$ cat src/inc/home_return_map.vh
/*
 * Register offsets, field positions, reset values and method codes
 * for the home position return sequencer.
 * Assumes a 32-bit APB slave decoding byte addresses in paddr[7:0].
 */
`ifndef HOME_RETURN_MAP_VH
`define HOME_RETURN_MAP_VH

`define CFG_OFS          8'h00
`define CTRL_OFS         8'h04
`define AFTER_DOG_OFS    8'h08
`define SHIFT_OFS        8'h0C
`define HOME_DATA_OFS    8'h10
`define STATUS_OFS       8'h14
`define POSITION_OFS     8'h18

`define CFG_METHOD_LSB   0
`define CFG_METHOD_MSB   3
`define CFG_DIR_BIT      4
`define CFG_POL_BIT      8
`define CFG_MASK         32'h0000011F
`define CFG_RESET        32'h00000000

`define CTRL_START_BIT   0
`define CTRL_ABORT_BIT   1

`define STAT_EST_BIT     0
`define STAT_BUSY_BIT    1
`define STAT_MANUAL_BIT  2
`define STAT_DOG_BIT     3
`define STAT_STATE_LSB   8
`define STAT_STATE_MSB   15

`define DIST_RESET       32'h00000000

`define M_DOG            4'h0
`define M_COUNT          4'h1
`define M_DATA_SET       4'h2
`define M_STOPPER        4'h3
`define M_IGNORE         4'h4
`define M_DOG_REAR       4'h5
`define M_COUNT_FRONT    4'h6
`define M_CRADLE         4'h7

// strap read only after its 3-flop filter has settled
`define STRAP_SETTLE     3'h5

`endif

$ cat src/home_position_return_sequencer.v
/*
 * Home position return sequencer: APB register slave, homing state machine,
 * position counter and home-established tracking.
 * Assumes single clock pclk at 40 MHz, all pins asynchronous, distances
 * counted in encoder step pulses, motion generation outside this block.
 */
// The implementer's own choices: register access over APB and the register offsets.
// Functional notes
// - incremental system: home unknown after every power-on, homing needed.
// - absolute system: position kept over power loss, no homing needed again; code keeps only the home flag, position resets to 0.
// - start at or past dog: back off automatically, then home; code backs off only when started on the dog.
// - dog type: slow at dog front, home at first Z after rear, plus shift.
// - count type: slow at dog front, after-dog distance, first Z, plus shift.
// - data setting: current position taken as home, no dog used.
// - stopper type: home where the axis stops against the stopper.
// - ignore type: position at servo-on becomes home.
// - dog rear end: after rear edge, after-dog plus shift distance, no Z.
// - count front end: after dog front, after-dog plus shift, no Z.
// - dog cradle: home at first Z after dog front edge; code adds the shift distance after that Z.
// - Z event used internally only, never driven out.
// - configuration holds method, start direction and dog polarity.
// - direction 0 moves toward increasing address, 1 toward decreasing.
// - polarity 0 detects dog with input off, 1 with input on.
// - manual homing mode entered while auto/manual select is on.
// - method digit 0 selects dog type, 1 selects count type.
`timescale 1ns/100ps
`include "home_return_map.vh"
module home_position_return_sequencer (
  input  wire        pclk,
  input  wire        presetn,
  input  wire        psel,
  input  wire        penable,
  input  wire        pwrite,
  input  wire [7:0]  paddr,
  input  wire [31:0] pwdata,
  output reg  [31:0] prdata,
  output reg         pready,
  output reg         pslverr,
  input  wire        dog_pin,
  input  wire        zphase_pin,
  input  wire        enc_step_pin,
  input  wire        enc_dir_pin,
  input  wire        stopper_pin,
  input  wire        servo_on_pin,
  input  wire        auto_manual_select,
  input  wire        abs_system_strap,
  output reg         move_en,
  output reg         move_dir,
  output reg         move_creep,
  output reg         home_established,
  output reg         homing_busy
);
  localparam [7:0] S_IDLE  = 8'h01;
  localparam [7:0] S_BACK  = 8'h02;
  localparam [7:0] S_SEEK  = 8'h04;
  localparam [7:0] S_REAR  = 8'h08;
  localparam [7:0] S_DIST  = 8'h10;
  localparam [7:0] S_ZWAIT = 8'h20;
  localparam [7:0] S_SHIFT = 8'h40;
  localparam [7:0] S_STOP  = 8'h80;

  wire        dog_lvl;
  wire        z_lvl;
  wire        step_lvl;
  wire        dir_lvl;
  wire        stop_lvl;
  wire        son_lvl;
  wire        manual_lvl;
  wire        strap_lvl;

  reg  [31:0] cfg_reg;
  reg  [31:0] after_dog_reg;
  reg  [31:0] shift_reg;
  reg  [31:0] home_data_reg;
  reg  [31:0] pos_reg;
  reg  [31:0] pos_next;
  reg  [31:0] cnt_reg;
  reg  [31:0] cnt_next;
  reg  [7:0]  state_reg;
  reg  [7:0]  state_next;
  reg         established_reg;
  reg         established_next;
  reg         dog_d_reg;
  reg         z_d_reg;
  reg         step_d_reg;
  reg         son_d_reg;
  reg  [2:0]  settle_reg;
  reg         home_hit;
  reg  [31:0] rd_data;
  reg         rd_err;

  wire [3:0]  method;
  wire        cfg_dir;
  wire        cfg_pol;
  wire        dog_act;
  wire        dog_rise;
  wire        dog_fall;
  wire        z_rise;
  wire        step_rise;
  wire        son_rise;
  wire        apb_access;
  wire        apb_wr;
  wire        start_req;
  wire        abort_req;
  wire        start_ok;

  pin_filter u_dog   (.clk(pclk), .rst_n(presetn), .pin(dog_pin),            .level(dog_lvl));
  pin_filter u_z     (.clk(pclk), .rst_n(presetn), .pin(zphase_pin),         .level(z_lvl));
  pin_filter u_step  (.clk(pclk), .rst_n(presetn), .pin(enc_step_pin),       .level(step_lvl));
  pin_filter u_dir   (.clk(pclk), .rst_n(presetn), .pin(enc_dir_pin),        .level(dir_lvl));
  pin_filter u_stop  (.clk(pclk), .rst_n(presetn), .pin(stopper_pin),        .level(stop_lvl));
  pin_filter u_son   (.clk(pclk), .rst_n(presetn), .pin(servo_on_pin),       .level(son_lvl));
  pin_filter u_man   (.clk(pclk), .rst_n(presetn), .pin(auto_manual_select), .level(manual_lvl));
  pin_filter u_strap (.clk(pclk), .rst_n(presetn), .pin(abs_system_strap),   .level(strap_lvl));

  // three fields of the homing configuration
  assign method  = cfg_reg[`CFG_METHOD_MSB:`CFG_METHOD_LSB];
  assign cfg_dir = cfg_reg[`CFG_DIR_BIT];
  assign cfg_pol = cfg_reg[`CFG_POL_BIT];

  assign dog_act  = cfg_pol ? dog_lvl : ~dog_lvl;
  assign dog_rise = dog_act & ~dog_d_reg;
  assign dog_fall = ~dog_act & dog_d_reg;
  assign z_rise    = z_lvl & ~z_d_reg;
  assign step_rise = step_lvl & ~step_d_reg;
  assign son_rise  = son_lvl & ~son_d_reg;

  // access seen on the first access cycle; writes land on the pready edge only
  assign apb_access = psel & penable & ~pready;
  assign apb_wr     = psel & penable & pready & pwrite;
  assign start_req  = apb_wr & (paddr == `CTRL_OFS) & pwdata[`CTRL_START_BIT];
  assign abort_req  = apb_wr & (paddr == `CTRL_OFS) & pwdata[`CTRL_ABORT_BIT];
  // start accepted only in manual homing mode
  assign start_ok   = start_req & manual_lvl & son_lvl & (state_reg == S_IDLE);

  always @* begin
    state_next = state_reg;
    cnt_next   = cnt_reg;
    home_hit   = 1'b0;
    case (state_reg)
      S_IDLE: begin
        if (start_ok) begin
          cnt_next = 32'h00000000;
          if (method == `M_DATA_SET || method == `M_IGNORE) begin
            home_hit = 1'b1;
          end else if (method == `M_STOPPER) begin
            state_next = S_STOP;
          end else if (dog_act) begin
            // already on the dog, back off first
            state_next = S_BACK;
          end else begin
            state_next = S_SEEK;
          end
        end else if (son_rise && method == `M_IGNORE) begin
          home_hit = 1'b1;
        end
      end
      S_BACK: begin
        if (!dog_act) begin
          state_next = S_SEEK;
        end
      end
      S_SEEK: begin
        if (dog_rise) begin
          cnt_next = 32'h00000000;
          // digit 0 dog type, 1 count type
          if (method == `M_DOG || method == `M_DOG_REAR) begin
            state_next = S_REAR;
          end else if (method == `M_COUNT || method == `M_COUNT_FRONT) begin
            state_next = S_DIST;
          end else begin
            // cradle waits for Z right after the front
            state_next = S_ZWAIT;
          end
        end
      end
      S_REAR: begin
        if (dog_fall) begin
          cnt_next = 32'h00000000;
          // dog type seeks Z after the rear
          if (method == `M_DOG) begin
            state_next = S_ZWAIT;
          end else begin
            state_next = S_DIST;
          end
        end
      end
      S_DIST: begin
        if (cnt_reg >= after_dog_reg) begin
          cnt_next = 32'h00000000;
          if (method == `M_COUNT) begin
            state_next = S_ZWAIT;
          end else begin
            state_next = S_SHIFT;
          end
        end else if (step_rise) begin
          cnt_next = cnt_reg + 32'h00000001;
        end
      end
      S_ZWAIT: begin
        if (z_rise) begin
          cnt_next   = 32'h00000000;
          state_next = S_SHIFT;
        end
      end
      S_SHIFT: begin
        if (cnt_reg >= shift_reg) begin
          home_hit   = 1'b1;
          state_next = S_IDLE;
        end else if (step_rise) begin
          cnt_next = cnt_reg + 32'h00000001;
        end
      end
      S_STOP: begin
        if (stop_lvl) begin
          home_hit   = 1'b1;
          state_next = S_IDLE;
        end
      end
      default: begin
        state_next = S_IDLE;
      end
    endcase
    // loss of servo-on or an abort drops the sequence without a home
    if (state_reg != S_IDLE && (abort_req || !son_lvl)) begin
      state_next = S_IDLE;
      home_hit   = 1'b0;
    end
  end

  always @* begin
    pos_next = pos_reg;
    if (home_hit) begin
      pos_next = home_data_reg;
    end else if (step_rise) begin
      pos_next = dir_lvl ? pos_reg - 32'h00000001 : pos_reg + 32'h00000001;
    end
  end

  // completion sets, a new start invalidates
  always @* begin
    established_next = established_reg;
    if (home_hit) begin
      established_next = 1'b1;
    end else if (settle_reg == (`STRAP_SETTLE - 3'h1)) begin
      // absolute system keeps the home across power loss
      established_next = strap_lvl;
    end else if (start_ok) begin
      established_next = 1'b0;
    end
  end

  always @(posedge pclk or negedge presetn) begin
    if (!presetn) begin
      state_reg       <= S_IDLE;
      cnt_reg         <= 32'h00000000;
      pos_reg         <= 32'h00000000;
      dog_d_reg       <= 1'b0;
      z_d_reg         <= 1'b0;
      step_d_reg      <= 1'b0;
      son_d_reg       <= 1'b0;
      settle_reg      <= 3'h0;
      established_reg <= 1'b0;
    end else begin
      state_reg  <= state_next;
      cnt_reg    <= cnt_next;
      pos_reg    <= pos_next;
      dog_d_reg  <= dog_act;
      z_d_reg    <= z_lvl;
      step_d_reg <= step_lvl;
      son_d_reg  <= son_lvl;
      if (settle_reg != `STRAP_SETTLE) begin
        settle_reg <= settle_reg + 3'h1;
      end
      established_reg <= established_next;
    end
  end

  // direction 0 increments, 1 decrements; back-off runs reversed
  always @(posedge pclk or negedge presetn) begin
    if (!presetn) begin
      move_en          <= 1'b0;
      move_dir         <= 1'b0;
      move_creep       <= 1'b0;
      home_established <= 1'b0;
      homing_busy      <= 1'b0;
    end else begin
      move_en          <= (state_next != S_IDLE);
      move_dir         <= (state_next == S_BACK) ? ~cfg_dir : cfg_dir;
      move_creep       <= (state_next != S_IDLE) && (state_next != S_BACK) &&
                          (state_next != S_SEEK);
      home_established <= established_next;
      homing_busy      <= (state_next != S_IDLE);
    end
  end

  always @* begin
    rd_data = 32'h00000000;
    rd_err  = 1'b0;
    if (paddr == `CFG_OFS) begin
      rd_data = cfg_reg;
    end else if (paddr == `CTRL_OFS) begin
      rd_data = 32'h00000000;
    end else if (paddr == `AFTER_DOG_OFS) begin
      rd_data = after_dog_reg;
    end else if (paddr == `SHIFT_OFS) begin
      rd_data = shift_reg;
    end else if (paddr == `HOME_DATA_OFS) begin
      rd_data = home_data_reg;
    end else if (paddr == `STATUS_OFS) begin
      rd_data[`STAT_EST_BIT]                   = established_reg;
      rd_data[`STAT_BUSY_BIT]                  = (state_reg != S_IDLE);
      rd_data[`STAT_MANUAL_BIT]                = manual_lvl;
      rd_data[`STAT_DOG_BIT]                   = dog_act;
      rd_data[`STAT_STATE_MSB:`STAT_STATE_LSB] = state_reg;
    end else if (paddr == `POSITION_OFS) begin
      rd_data = pos_reg;
    end else begin
      rd_err = 1'b1;
    end
  end

  always @(posedge pclk or negedge presetn) begin
    if (!presetn) begin
      cfg_reg       <= `CFG_RESET;
      after_dog_reg <= `DIST_RESET;
      shift_reg     <= `DIST_RESET;
      home_data_reg <= `DIST_RESET;
      prdata        <= 32'h00000000;
      pready        <= 1'b0;
      pslverr       <= 1'b0;
    end else begin
      pready  <= apb_access;
      pslverr <= apb_access & rd_err;
      if (apb_access && !pwrite) begin
        prdata <= rd_data;
      end
      if (apb_wr && !rd_err) begin
        // configuration changes are ignored while a sequence runs
        if (paddr == `CFG_OFS && state_reg == S_IDLE) begin
          cfg_reg <= pwdata & `CFG_MASK;
        end else if (paddr == `AFTER_DOG_OFS) begin
          after_dog_reg <= pwdata;
        end else if (paddr == `SHIFT_OFS) begin
          shift_reg <= pwdata;
        end else if (paddr == `HOME_DATA_OFS) begin
          home_data_reg <= pwdata;
        end
      end
    end
  end
endmodule

$ cat src/pin_filter.v
/*
 * Three-stage input synchroniser with agreement filter.
 * Assumes pin is asynchronous to clk; level follows once stages 2 and 3 agree.
 */
`timescale 1ns/100ps
module pin_filter (
  input  wire clk,
  input  wire rst_n,
  input  wire pin,
  output reg  level
);
  reg s1_reg;
  reg s2_reg;
  reg s3_reg;

  always @(posedge clk or negedge rst_n) begin
    if (!rst_n) begin
      s1_reg <= 1'b0;
      s2_reg <= 1'b0;
      s3_reg <= 1'b0;
      level  <= 1'b0;
    end else begin
      s1_reg <= pin;
      s2_reg <= s1_reg;
      s3_reg <= s2_reg;
      if (s2_reg == s3_reg) begin
        level <= s3_reg;
      end
    end
  end
endmodule
$ cat config.mk
export PLATFORM = sky130hd
export DESIGN_NAME = home_position_return_sequencer
export DESIGN_NICKNAME = d
export VERILOG_FILES = /design/src/home_position_return_sequencer.v /design/src/pin_filter.v
export VERILOG_INCLUDE_DIRS = /design/src /design/src/inc
export SDC_FILE = /design/constraint.sdc
export NUM_CORES = 1
export LEC_CHECK = 0
export BUFFER_PORTS_ARGS = -buffer_cell sky130_fd_sc_hd__buf_2
export CAP_MARGIN = 10
export CELL_PAD_IN_SITES_DETAIL_PLACEMENT = 1
export CELL_PAD_IN_SITES_GLOBAL_PLACEMENT = 2
export CORE_ASPECT_RATIO = 2
export CORE_UTILIZATION = 41
export CTS_BUF_LIST = sky130_fd_sc_hd__clkbuf_2 sky130_fd_sc_hd__clkbuf_4 sky130_fd_sc_hd__clkbuf_8
export CTS_CLUSTER_SIZE = 28
export DETAILED_ROUTE_END_ITERATION = 10
export PLACE_DENSITY_LB_ADDON = 0.1
export SYNTH_ARGS = -nofsm -noshare
export SYNTH_HDL_FRONTEND = slang
export SYNTH_SLANG_ARGS = --single-unit
$ cat constraint.sdc
create_clock -name pclk -period 4.8 [get_ports pclk]
set_input_delay 0.24 -clock pclk [delete_from_list [all_inputs] [get_ports pclk]]
set_output_delay 0.24 -clock pclk [all_outputs]
set_load 0.03 [all_outputs]
=== After elaboration in Yosys (flattened, before gate mapping) ===
Cells that the tools add are included.

* Output and inout bits: 39
* Input port bits: 53
* Logic and storage cells: 205
* Bits in registers: 251

* Bitwise gates (word level): 27
* Reduce and logical (&&, ||, !) cells: 24
* Eq/ne operators: 40
* $add $sub $neg: 4
* Multiplexer cells: 57
* Order comparisons: 2

{| class="wikitable"
|+ Operators by type and width
! operator !! number
|-
| 2-to-1 mux 32 bit || 16
|-
| case mux 32 bit (6 select lines) || 1
|-
| 2-to-1 mux 8 bit || 12
|-
| adder 32 x 1 -> 32 bit (second input constant) || 2
|-
| >= comparator 32 bit || 2
|-
| case mux 8 bit (8 select lines) || 1
|-
| == test 8 x 5 -> 1 bit (second input constant) || 4
|-
| subtractor 32 x 1 -> 32 bit (second input constant) || 1
|-
| == test 8 x 4 -> 1 bit (second input constant) || 3
|-
| 2-to-1 mux 1 bit || 18
|-
| 2-to-1 mux 6 bit || 3
|-
| AND 1 bit || 16
|-
| == test 8 x 2 -> 1 bit (second input constant) || 2
|-
| == test 8 x 3 -> 1 bit (second input constant) || 2
|-
| 2-to-1 mux 16 bit || 1
|-
| inequality test 8 x 1 -> 1 bit (second input constant) || 2
|-
| == test 4 x 3 -> 1 bit (second input constant) || 3
|-
| inverter 1 bit || 11
|-
| inequality test 2 bit (second input constant) || 5
|-
| == test 1 bit || 8
|-
| == test 4 x 2 -> 1 bit (second input constant) || 2
|-
| == test 8 x 1 -> 1 bit (second input constant) || 1
|-
| == test 8 x 6 -> 1 bit (second input constant) || 1
|-
| == test 8 x 7 -> 1 bit (second input constant) || 1
|-
| other kinds (24) || 36
|}

=== Longest topological paths before layout ===
Gate-level depths: netlist of the first run.

* Depth in word-level cells: 14
* Depth in mapped cells: 16
* Depth with buffers taken out: 12

=== Cells and area by module ===
From an unflattened synthesis of the first run, not the netlist that was laid out.

* Cells, all modules: 1470
* Area total of the unflattened synthesis: 14302.5 um^2

{| class="wikitable"
|+ Modules (own cells, without submodules)
! module !! sequential area each (um^2) !! area an instance (um^2) !! times used !! cells an instance
|-
| home_position_return_sequencer || 5481.5 || 13411.6 || 1 || 1430
|-
| pin_filter || 100.1 || 111.4 || 8 || 5
|}

=== Worst setup path after synthesis of the first run ===
OpenSTA, ideal clock, no wires.

* Path type: reg2reg
* Start: reg u_dir.level
* End: reg pos_reg[28]
* Cell stages (with the launch flop): 12
* Setup time: 125 ps
* Clock period less this slack: 3794 ps
* Buffers on the path: 0
* Required time: 4675 ps
* Data arrival time: 3669 ps
* Setup slack: 1006 ps
* Path through: dfrtp_1 > inv_1 > fa_1 > nor2b_1 > o31a_1 > o221a_2 > a2111oi_0 > o32ai_1 > o2bb2ai_1 > o311ai_0 > o311ai_0 > mux2_2

* Cells in the longest elaborated chain, start to end: 3

{| class="wikitable"
|+ Ends and longest elaborated chain
! element !! line !! source
|-
| from (decl) || pin_filter.v:10 || <nowiki>output reg level</nowiki>
|-
| from (signal assigned) || pin_filter.v:27 || <nowiki>level <= s3_reg;</nowiki>
|-
| 2-to-1 mux 32 bit || home_position_return_sequencer.v:236 || <nowiki>pos_next = dir_lvl ? pos_reg - 32'h00000001 : pos_reg + 32'h00000001;</nowiki>
|-
| 2-to-1 mux 32 bit || home_position_return_sequencer.v:235 || <nowiki>end else if (step_rise) begin</nowiki>
|-
| 2-to-1 mux 32 bit || home_position_return_sequencer.v:233 || <nowiki>if (home_hit) begin</nowiki>
|-
| to (signal assigned) || home_position_return_sequencer.v:267 || <nowiki>pos_reg <= pos_next;</nowiki>
|-
| to (decl) || home_position_return_sequencer.v:75 || <nowiki>reg [31:0] pos_reg;</nowiki>
|}

Every way passes these cells. The select of a mux whose other input is x is not followed.
A chain may end at the register's enable or synchronous reset.

=== Worst setup path in the final report of the first run ===
Same ends and word-level chain as after synthesis.

==> results of run 1 <==
per-stage QoR:
stage	total power [W]	utilization	cell area, µm²
3_3_place_gp	0.00419	0.447	15100
4_1_cts	0.00628	0.485	16400
5_1_grt	0.00657	0.485	16400
6_report	0.00621	0.485	16400
2_1_floorplan	0.00370	-	14200
3_5_place_dp	0.00424	0.447	15100
where the power goes:
part           leakage [nW]  internal [W]  switching, W
clock network         0.451       0.00108      0.000899
registers              3.17       0.00229      0.000157
logic                  4.26      0.000738       0.00104
total                  7.88       0.00411       0.00210
worst reg2reg max path, delay by kind of cell (launching register included):
kind / cells / cell delay (ps)
AOI/OAI and AO/OA: 7 / 2440
DFF: 1 / 530
adders and majority gates: 1 / 480
muxes: 1 / 300
and+or+nand+nor: 1 / 210
buffers and inverters: 1 / 200
layout make-up:
class                           count  area, µm²  area share
Antenna cell                        1       2.50    0.000153
Clock buffer                       62        772      0.0471
Inverter                           96        360      0.0220
Multi-Input combinational cell   1065       7290       0.445
Timing Repair Buffer              152       1040      0.0637
Clock inverter                      9       78.8     0.00481
Sequential cell                   251       6280       0.384
Tap cell                          436        546      0.0333
worst paths after layout:
path	startpoint	end	slack, ps	depth (start not counted)
worst min-delay path	pwrite	prdata[3]$_DFFE_PN0P_	160	4
max in group asynchronous	presetn	after_dog_reg[10]$_DFFE_PN0P_	3220	3
worst max register to register	u_dir.level$_DFFE_PN0N_	pos_reg[28]$_DFFE_PN0P_	510	11
worst min register to register	u_strap.s1_reg$_DFF_PN0_	u_strap.s2_reg$_DFF_PN0_	350	0
min in group asynchronous	presetn	cnt_reg[24]$_DFFE_PN0P_	300	2
worst max-delay path	u_dir.level$_DFFE_PN0N_	pos_reg[28]$_DFFE_PN0P_	510	11
cells in the mapped netlist, types with 10 or more instances:
| cell | instances | area [µm²] |
|---|---|---|
| a21oi_1 | 87 | 435 |
| inv_1 | 95 | 357 |
| xor2_1 | 27 | 236 |
| nand3_1 | 22 | 110 |
| nor3_1 | 19 | 95.1 |
| nor2_1 | 146 | 548 |
| dfrtp_1 | 250 | 6260 |
| a21o_1 | 20 | 150 |
| a211oi_1 | 12 | 90.1 |
| nand2_1 | 147 | 552 |
| nor2b_1 | 10 | 62.6 |
| clkbuf_1 | 44 | 165 |
| a221oi_1 | 24 | 210 |
| o22ai_1 | 10 | 62.6 |
| mux2i_1 | 34 | 340 |
| ha_1 | 98 | 1230 |
| o21a_1 | 13 | 97.6 |
| xnor2_1 | 27 | 236 |
| nand4_1 | 20 | 125 |
| or3_1 | 10 | 62.6 |
| mux2_2 | 78 | 878 |
| o21ai_0 | 121 | 606 |
what timing repair did:
| item | CTS | global route |
|---|---|---|
| hold buffers | 43 | 0 |
| endpoints found under the hold margin | 204 | 0 |
| buffers inserted | 0 | 0 |
metal layers:
metal  global-route usage  part of all wire
met5                    0                 0
met4                0.133             0.050
met3               0.0304             0.026
met2                0.485              0.53
met1                0.303              0.40
cell families (layout without fill, tap and decap cells):
logic type | after synthesis | count (layout)
adders and majority gates | 107 | 107
other | 0 | 1
AOI/OAI and AO/OA | 350 | 350
xor gates and xnor gates | 54 | 54
and+or+nand+nor | 442 | 442
buffers and inverters | 154 | 319
muxes | 112 | 112
DFF | 251 | 251
==> results.yml, run 1 <==
detailed_routing:
  route.detailed.drc: 0
  route.vias.total: 11600
  first_pass_detailed_route_iteration_total: 4
  antenna_violating_nets_post_route: 0
  routed_via_density: 5.62
  drt_iter0_markers: 353
  wirelength_mm: 45.4
  drt-wirelength-per-cell_um: 21.9
synthesis:
  synth_simple_gate_area_frac: 0.146
  synth_compound_gate_area_share: 0.154
  synth-async-reset-ratio: 1.00
  post_synth_edffs: 0
  synthFlopType: "dfrtp_1"
  synth.avg_cell_area_um2: 9.63
  ys.warnings.count: 0
  multiplexer_fraction_of_the_synthesized_cell_area: 0.0861
  main_combinational_cell_family_by_area_after_synthesis: "compound AO/OA/AOI/OAI gates"
  part_of_the_yosys_area_used_for_sequential_elements: 0.444
  synth.distinct_cells: 75
  mappedNetlistArea_mm2: 0.0142
  synth_xor_area_frac: 0.0334
  mappedNetlistNets: 1622
  synth.ff_latch_count: 251
  synthCells: 1470
  post_synth_fa_ha_maj_area_fraction: 0.0937
floorplanning:
  initial_utilization: 0.419
  die-area_mm2: 0.0353
  top_level_ports: 92
  die_height_um: 265
  design.core.area_mm2: 0.0338
  std_cell_rows: 95
  die_width_um: 133
cts:
  clock_insertion_delay_worst_skew_ps: 580
  cts_buffer_depth: 3
  numClockSinks: 251
  clock_tree_from_tritoncts: "done"
  clkSlewWorstSetupHoldPaths_ps: 70
  ctsRootBufferMaster: "clkbuf_8"
  cts_made_buffers: 40
  cts_htree_levels: 2
  cts_repair_resize_count: 0
timing:
  slew_violations: 0
  max_slew_margin: 0.226
  setup-violations-final: 0
  fin_crit_ps: 4290
  layout_worst_path_cycle_share: 0.894
  timing.setup.tns_ps: 0
  clock_skew_ps: 20.3
  worst_max_slew_pin_slew_ps: 1150
  hold_ws_ps: 161
  maxClockFrequency_ghz: 0.233
  layout_setup_ws_ps: 510
  setup_repair_after_global_routing_missed_its_margin: "no"
  timing.final.hold_violations: 0
run_status:
  outcome: "complete, no violations"
placed_design:
  dpl.cell_count: 1957
  port-buffer-count: 91
  hpwlAfterDp_mm: 34.5
  place_congestion: 0.828
  worst_slack_placed_ps: 431
grt:
  grt_start_max_net_pins: 100
  vias_in_the_first_global_route: 12700
  grt_remaining_overflow: 0
  grt_first_pass_wirelength_mm: 72.2
  number_of_antenna_violations_at_the_first_check_in_global_routing: 1
  grt_util_all_layers: 0.266
final_layout:
  layout.cells.most_common: "dfrtp_1"
  layoutNonFillerInstCount: 2072
  post_route_cells_drive_above_1_share: 0.171
  num-fill-cells: 3880
  commonest_cells_after_routing_fill_and_taps_aside: "250 x dfrtp_1, 147 x nand2_1, 145 x nor2_1, 121 x o21ai_0, 98 x ha_1"
  area_added_between_synthesis_and_finish_pct: 15.7
  layout.nets: 1758
min_path:
  timing.hold.worst.class: "in -> reg"
critical_path:
  highest_delay_cell_along_the_critical_path: "o32ai_1"
  path_delay_family: "compound AO/OA/AOI/OAI gates"
  timing.critical_path.buf_inv: 1
  cp.required_ps: 5250
  setup.worst_path.end_class: "register"
  max_stage_delay_ps: 800
  cp-start-kind: "register"
  path_max_fanout: 9
  critical-path-top-cell-by-count: "o311ai_0"
  cp_cell_sequence: "inv_1 -> fa_1 -> nor2b_1 -> o31a_1 -> o221a_2 -> a2111oi_0 -> o32ai_1 -> o2bb2ai_1 -> o311ai_0 -> o311ai_0 -> mux2_2"
  critPathKind: "reg -> reg"
  worst_ep_arrival_time_ps: 4740
power:
  power.static_leakage_nw: 7.88
  p_per_area_mw_per_mm2: 379
  power.ir.vdd_worst_v: 0.000226
job:
  max-cap-violations: 0
Power figures use the tool's default switching activity.
==> run 2: changes to the inputs <==
--- a/config.mk
+++ b/config.mk
@@ -6,12 +6,13 @@
 export SDC_FILE = /design/constraint.sdc
 export NUM_CORES = 1
 export LEC_CHECK = 0
+export ABC_AREA = 1
 export BUFFER_PORTS_ARGS = -buffer_cell sky130_fd_sc_hd__buf_2
 export CAP_MARGIN = 10
 export CELL_PAD_IN_SITES_DETAIL_PLACEMENT = 1
 export CELL_PAD_IN_SITES_GLOBAL_PLACEMENT = 2
 export CORE_ASPECT_RATIO = 2
-export CORE_UTILIZATION = 41
+export CORE_UTILIZATION = 37
 export CTS_BUF_LIST = sky130_fd_sc_hd__clkbuf_2 sky130_fd_sc_hd__clkbuf_4 sky130_fd_sc_hd__clkbuf_8
 export CTS_CLUSTER_SIZE = 28
 export DETAILED_ROUTE_END_ITERATION = 10
==> run 2 against run 1 <==
  * Register-to-register slack improved by 640 ps
  * Non-clock buffer count fell by 18
  * Flip-flop and latch count did not move
  * First-iteration DRC count rose by 58%
  * Via count rose by 32%
  * Combinational power rose by 20%
  * Setup slack improved by 640 ps
  * Largest power group unchanged
==> results.yml, run 2 <==
critical_path:
  cp-start-kind: "register"
  cp.required_ps: 5300
  cp_cell_sequence: "ha_1 -> a21oi_1 -> o21ai_0 -> nand2_1 -> nand2_1 -> a21oi_1 -> nand3_1 -> nand2_1 -> nand3_4 -> nand2_2 -> buf_4 -> nand3_1 -> nand3_1"
  setup.worst_path.end_class: "register"
  path_max_fanout: 36
  critPathKind: "reg -> reg"
  highest_delay_cell_along_the_critical_path: "nand2_2"
  max_stage_delay_ps: 680
  worst_ep_arrival_time_ps: 4150
grt:
  number_of_antenna_violations_at_the_first_check_in_global_routing: 1
  grt_first_pass_wirelength_mm: 94.9
  grt_remaining_overflow: 0
  grt_start_max_net_pins: 108
  grt_util_all_layers: 0.281
  vias_in_the_first_global_route: 16400
final_layout:
  commonest_cells_after_routing_fill_and_taps_aside: "542 x nand2_1, 250 x dfrtp_1, 209 x o21ai_0, 203 x inv_1, 188 x nand3_1"
  layout.cells.most_common: "nand2_1"
  layout.nets: 2405
  area_added_between_synthesis_and_finish_pct: 12.7
  post_route_cells_drive_above_1_share: 0.104
  num-fill-cells: 5344
placed_design:
  port-buffer-count: 91
  place_congestion: 0.909
  hpwlAfterDp_mm: 46.6
detailed_routing:
  antenna_violating_nets_post_route: 0
  wirelength_mm: 60.4
  drt_iter0_markers: 558
  routed_via_density: 5.45
  drt-wirelength-per-cell_um: 21.4
  route.detailed.drc: 0
  first_pass_detailed_route_iteration_total: 4
  route.vias.total: 15400
timing:
  hold_ws_ps: 28.2
  clock_skew_ps: 21.4
  timing.final.hold_violations: 0
  worst_max_slew_pin_slew_ps: 1160
  layout_worst_path_cycle_share: 0.761
  max_slew_margin: 0.224
  fin_crit_ps: 3650
  maxClockFrequency_ghz: 0.274
  slew_violations: 0
  timing.setup.tns_ps: 0
  setup-violations-final: 0
  setup_repair_after_global_routing_missed_its_margin: "no"
synthesis:
  ys.warnings.count: 0
  post_synth_edffs: 0
  synth_largest_type_area_fraction: 0.389
  synth-async-reset-ratio: 1.00
  netlist_top_cells_count: "543 x nand2_1, 250 x dfrtp_1, 209 x o21ai_0, 204 x inv_1, 188 x nand3_1"
  mappedNetlistNets: 2313
  netlist_top_cells_area: "dfrtp_1 39%, nand2_1 13%, ha_1 7.6%, o21ai_0 6.5%, nand3_1 5.9%"
  synth.avg_cell_area_um2: 7.44
  synth.ff_latch_count: 251
  synthFlopType: "dfrtp_1"
  synth_top_area_cell: "dfrtp_1"
  synthCells: 2161
  part_of_the_yosys_area_used_for_sequential_elements: 0.391
  yosysMostFrequentCell: "nand2_1"
  synth.distinct_cells: 53
  mappedNetlistArea_mm2: 0.0161
cts:
  clock_insertion_delay_worst_skew_ps: 570
  numClockSinks: 251
  cts_htree_levels: 2
  clkSlewWorstSetupHoldPaths_ps: 60
  clock_tree_from_tritoncts: "done"
  cts_buffer_depth: 3
  ctsRootBufferMaster: "clkbuf_8"
  cts_made_buffers: 41
floorplanning:
  die_width_um: 149
  design.core.area_mm2: 0.0427
  std_cell_rows: 107
  initial_utilization: 0.376
  top_level_ports: 92
  die-area_mm2: 0.0443
  die_height_um: 297
job:
  max-cap-violations: 0
power:
  power.static_leakage_nw: 8.48
  p_per_area_mw_per_mm2: 368
  power.ir.vdd_worst_v: 0.000231
min_path:
  timing.hold.worst.class: "in -> reg"
run_status:
  outcome: "complete, no violations"
## run 2: changes by cell type after synthesis, moves of 18 or more
| cell | before | now |
|---|---|---|
| nand4_1 | 20 | 42 |
| a221oi_1 | 24 | 6 |
| inv_1 | 95 | 204 |
| o21ai_0 | 121 | 209 |
| nand2_1 | 147 | 543 |
| nor2_1 | 146 | 175 |
| a21oi_1 | 87 | 130 |
| mux2_2 | 78 | 0 |
| mux2i_1 | 34 | 1 |
| nand3_1 | 22 | 188 |
## run 2: area by class of cell
cell class / count / area, µm² / share of cell area
Multi-Input combinational cell: 1603 / 8570 / 0.473
Sequential cell: 251 / 6280 / 0.347
Timing Repair Buffer: 134 / 863 / 0.0477
Inverter: 222 / 833 / 0.0460
Clock buffer: 64 / 806 / 0.0445
Tap cell: 545 / 682 / 0.0376
Clock inverter: 8 / 71.3 / 0.00394
Antenna cell: 1 / 2.50 / 0.000138
## run 2: cell families after synthesis
| group | count (synthesis) | synth area share |
|---|---|---|
| mux | 1 | 0.000623 |
| flops | 251 | 0.391 |
| buf+inv | 307 | 0.0772 |
| compound gates | 421 | 0.144 |
| simple gates | 1023 | 0.277 |
| fa+ha+maj | 107 | 0.0825 |
| xor+xnor | 51 | 0.0278 |
## run 2: path summary, 6_finish.rpt
path	start	to	slack [ps]	depth (start not counted)
worst max-delay path	cnt_reg[27]$_DFFE_PN0P_	pos_reg[30]$_DFFE_PN0P_	1150	13
worst min-delay path	pwdata[10]	home_data_reg[10]$_DFFE_PN0P_	30	3
worst max register to register	cnt_reg[27]$_DFFE_PN0P_	pos_reg[30]$_DFFE_PN0P_	1150	13
worst min register to register	u_stop.s1_reg$_DFF_PN0_	u_stop.s2_reg$_DFF_PN0_	350	0
max in group asynchronous	presetn	u_dog.s2_reg$_DFF_PN0_	3230	3
min in group asynchronous	presetn	cnt_reg[24]$_DFFE_PN0P_	250	2
## run 2: worst max-delay path, delay by kind of cell, from the launching register on
kind | cells | cell delay (ps)
simple gates | 8 | 1780
compound gates | 3 | 560
flops | 1 | 480
buf+inv | 1 | 380
fa+ha+maj | 1 | 330
## run 2: timing repair
action | 4_1_cts | 5_1_grt
hold buffers | 25 | 0
hold endpoints to repair | 144 | 0
resized for setup | 0 | 0
buffers inserted | 0 | 0
## run 2: power breakdown
part | internal, W | switching (W)
Combinational | 0.000719 | 0.00142
Sequential | 0.00229 | 0.000191
Clock | 0.00112 | 0.000924
## run 2: routing by layer
metal	GRT usage	part of all wire	wire length (µm)
met4	0.151	0.057	3420
met2	0.512	0.53	32000
met1	0.319	0.39	23700
met5	0	0	0
met3	0.0186	0.020	1230
## run 2: stage by stage
stage | utilization | std cells | total power (W) | cell area, µm² | setup WS [ps]
CTS | 0.424 | 2827 | 0.00677 | 18100 | 1100
floorplan | - | 2161 | 0.00391 | 16100 | 2100
detailed placement | 0.398 | 2730 | 0.00466 | 17000 | 1130
global route | 0.424 | 2828 | 0.00709 | 18100 | 835
global placement | 0.398 | 2730 | 0.00464 | 17000 | 1220
finish | 0.424 | 2828 | 0.00667 | 18100 | 1150
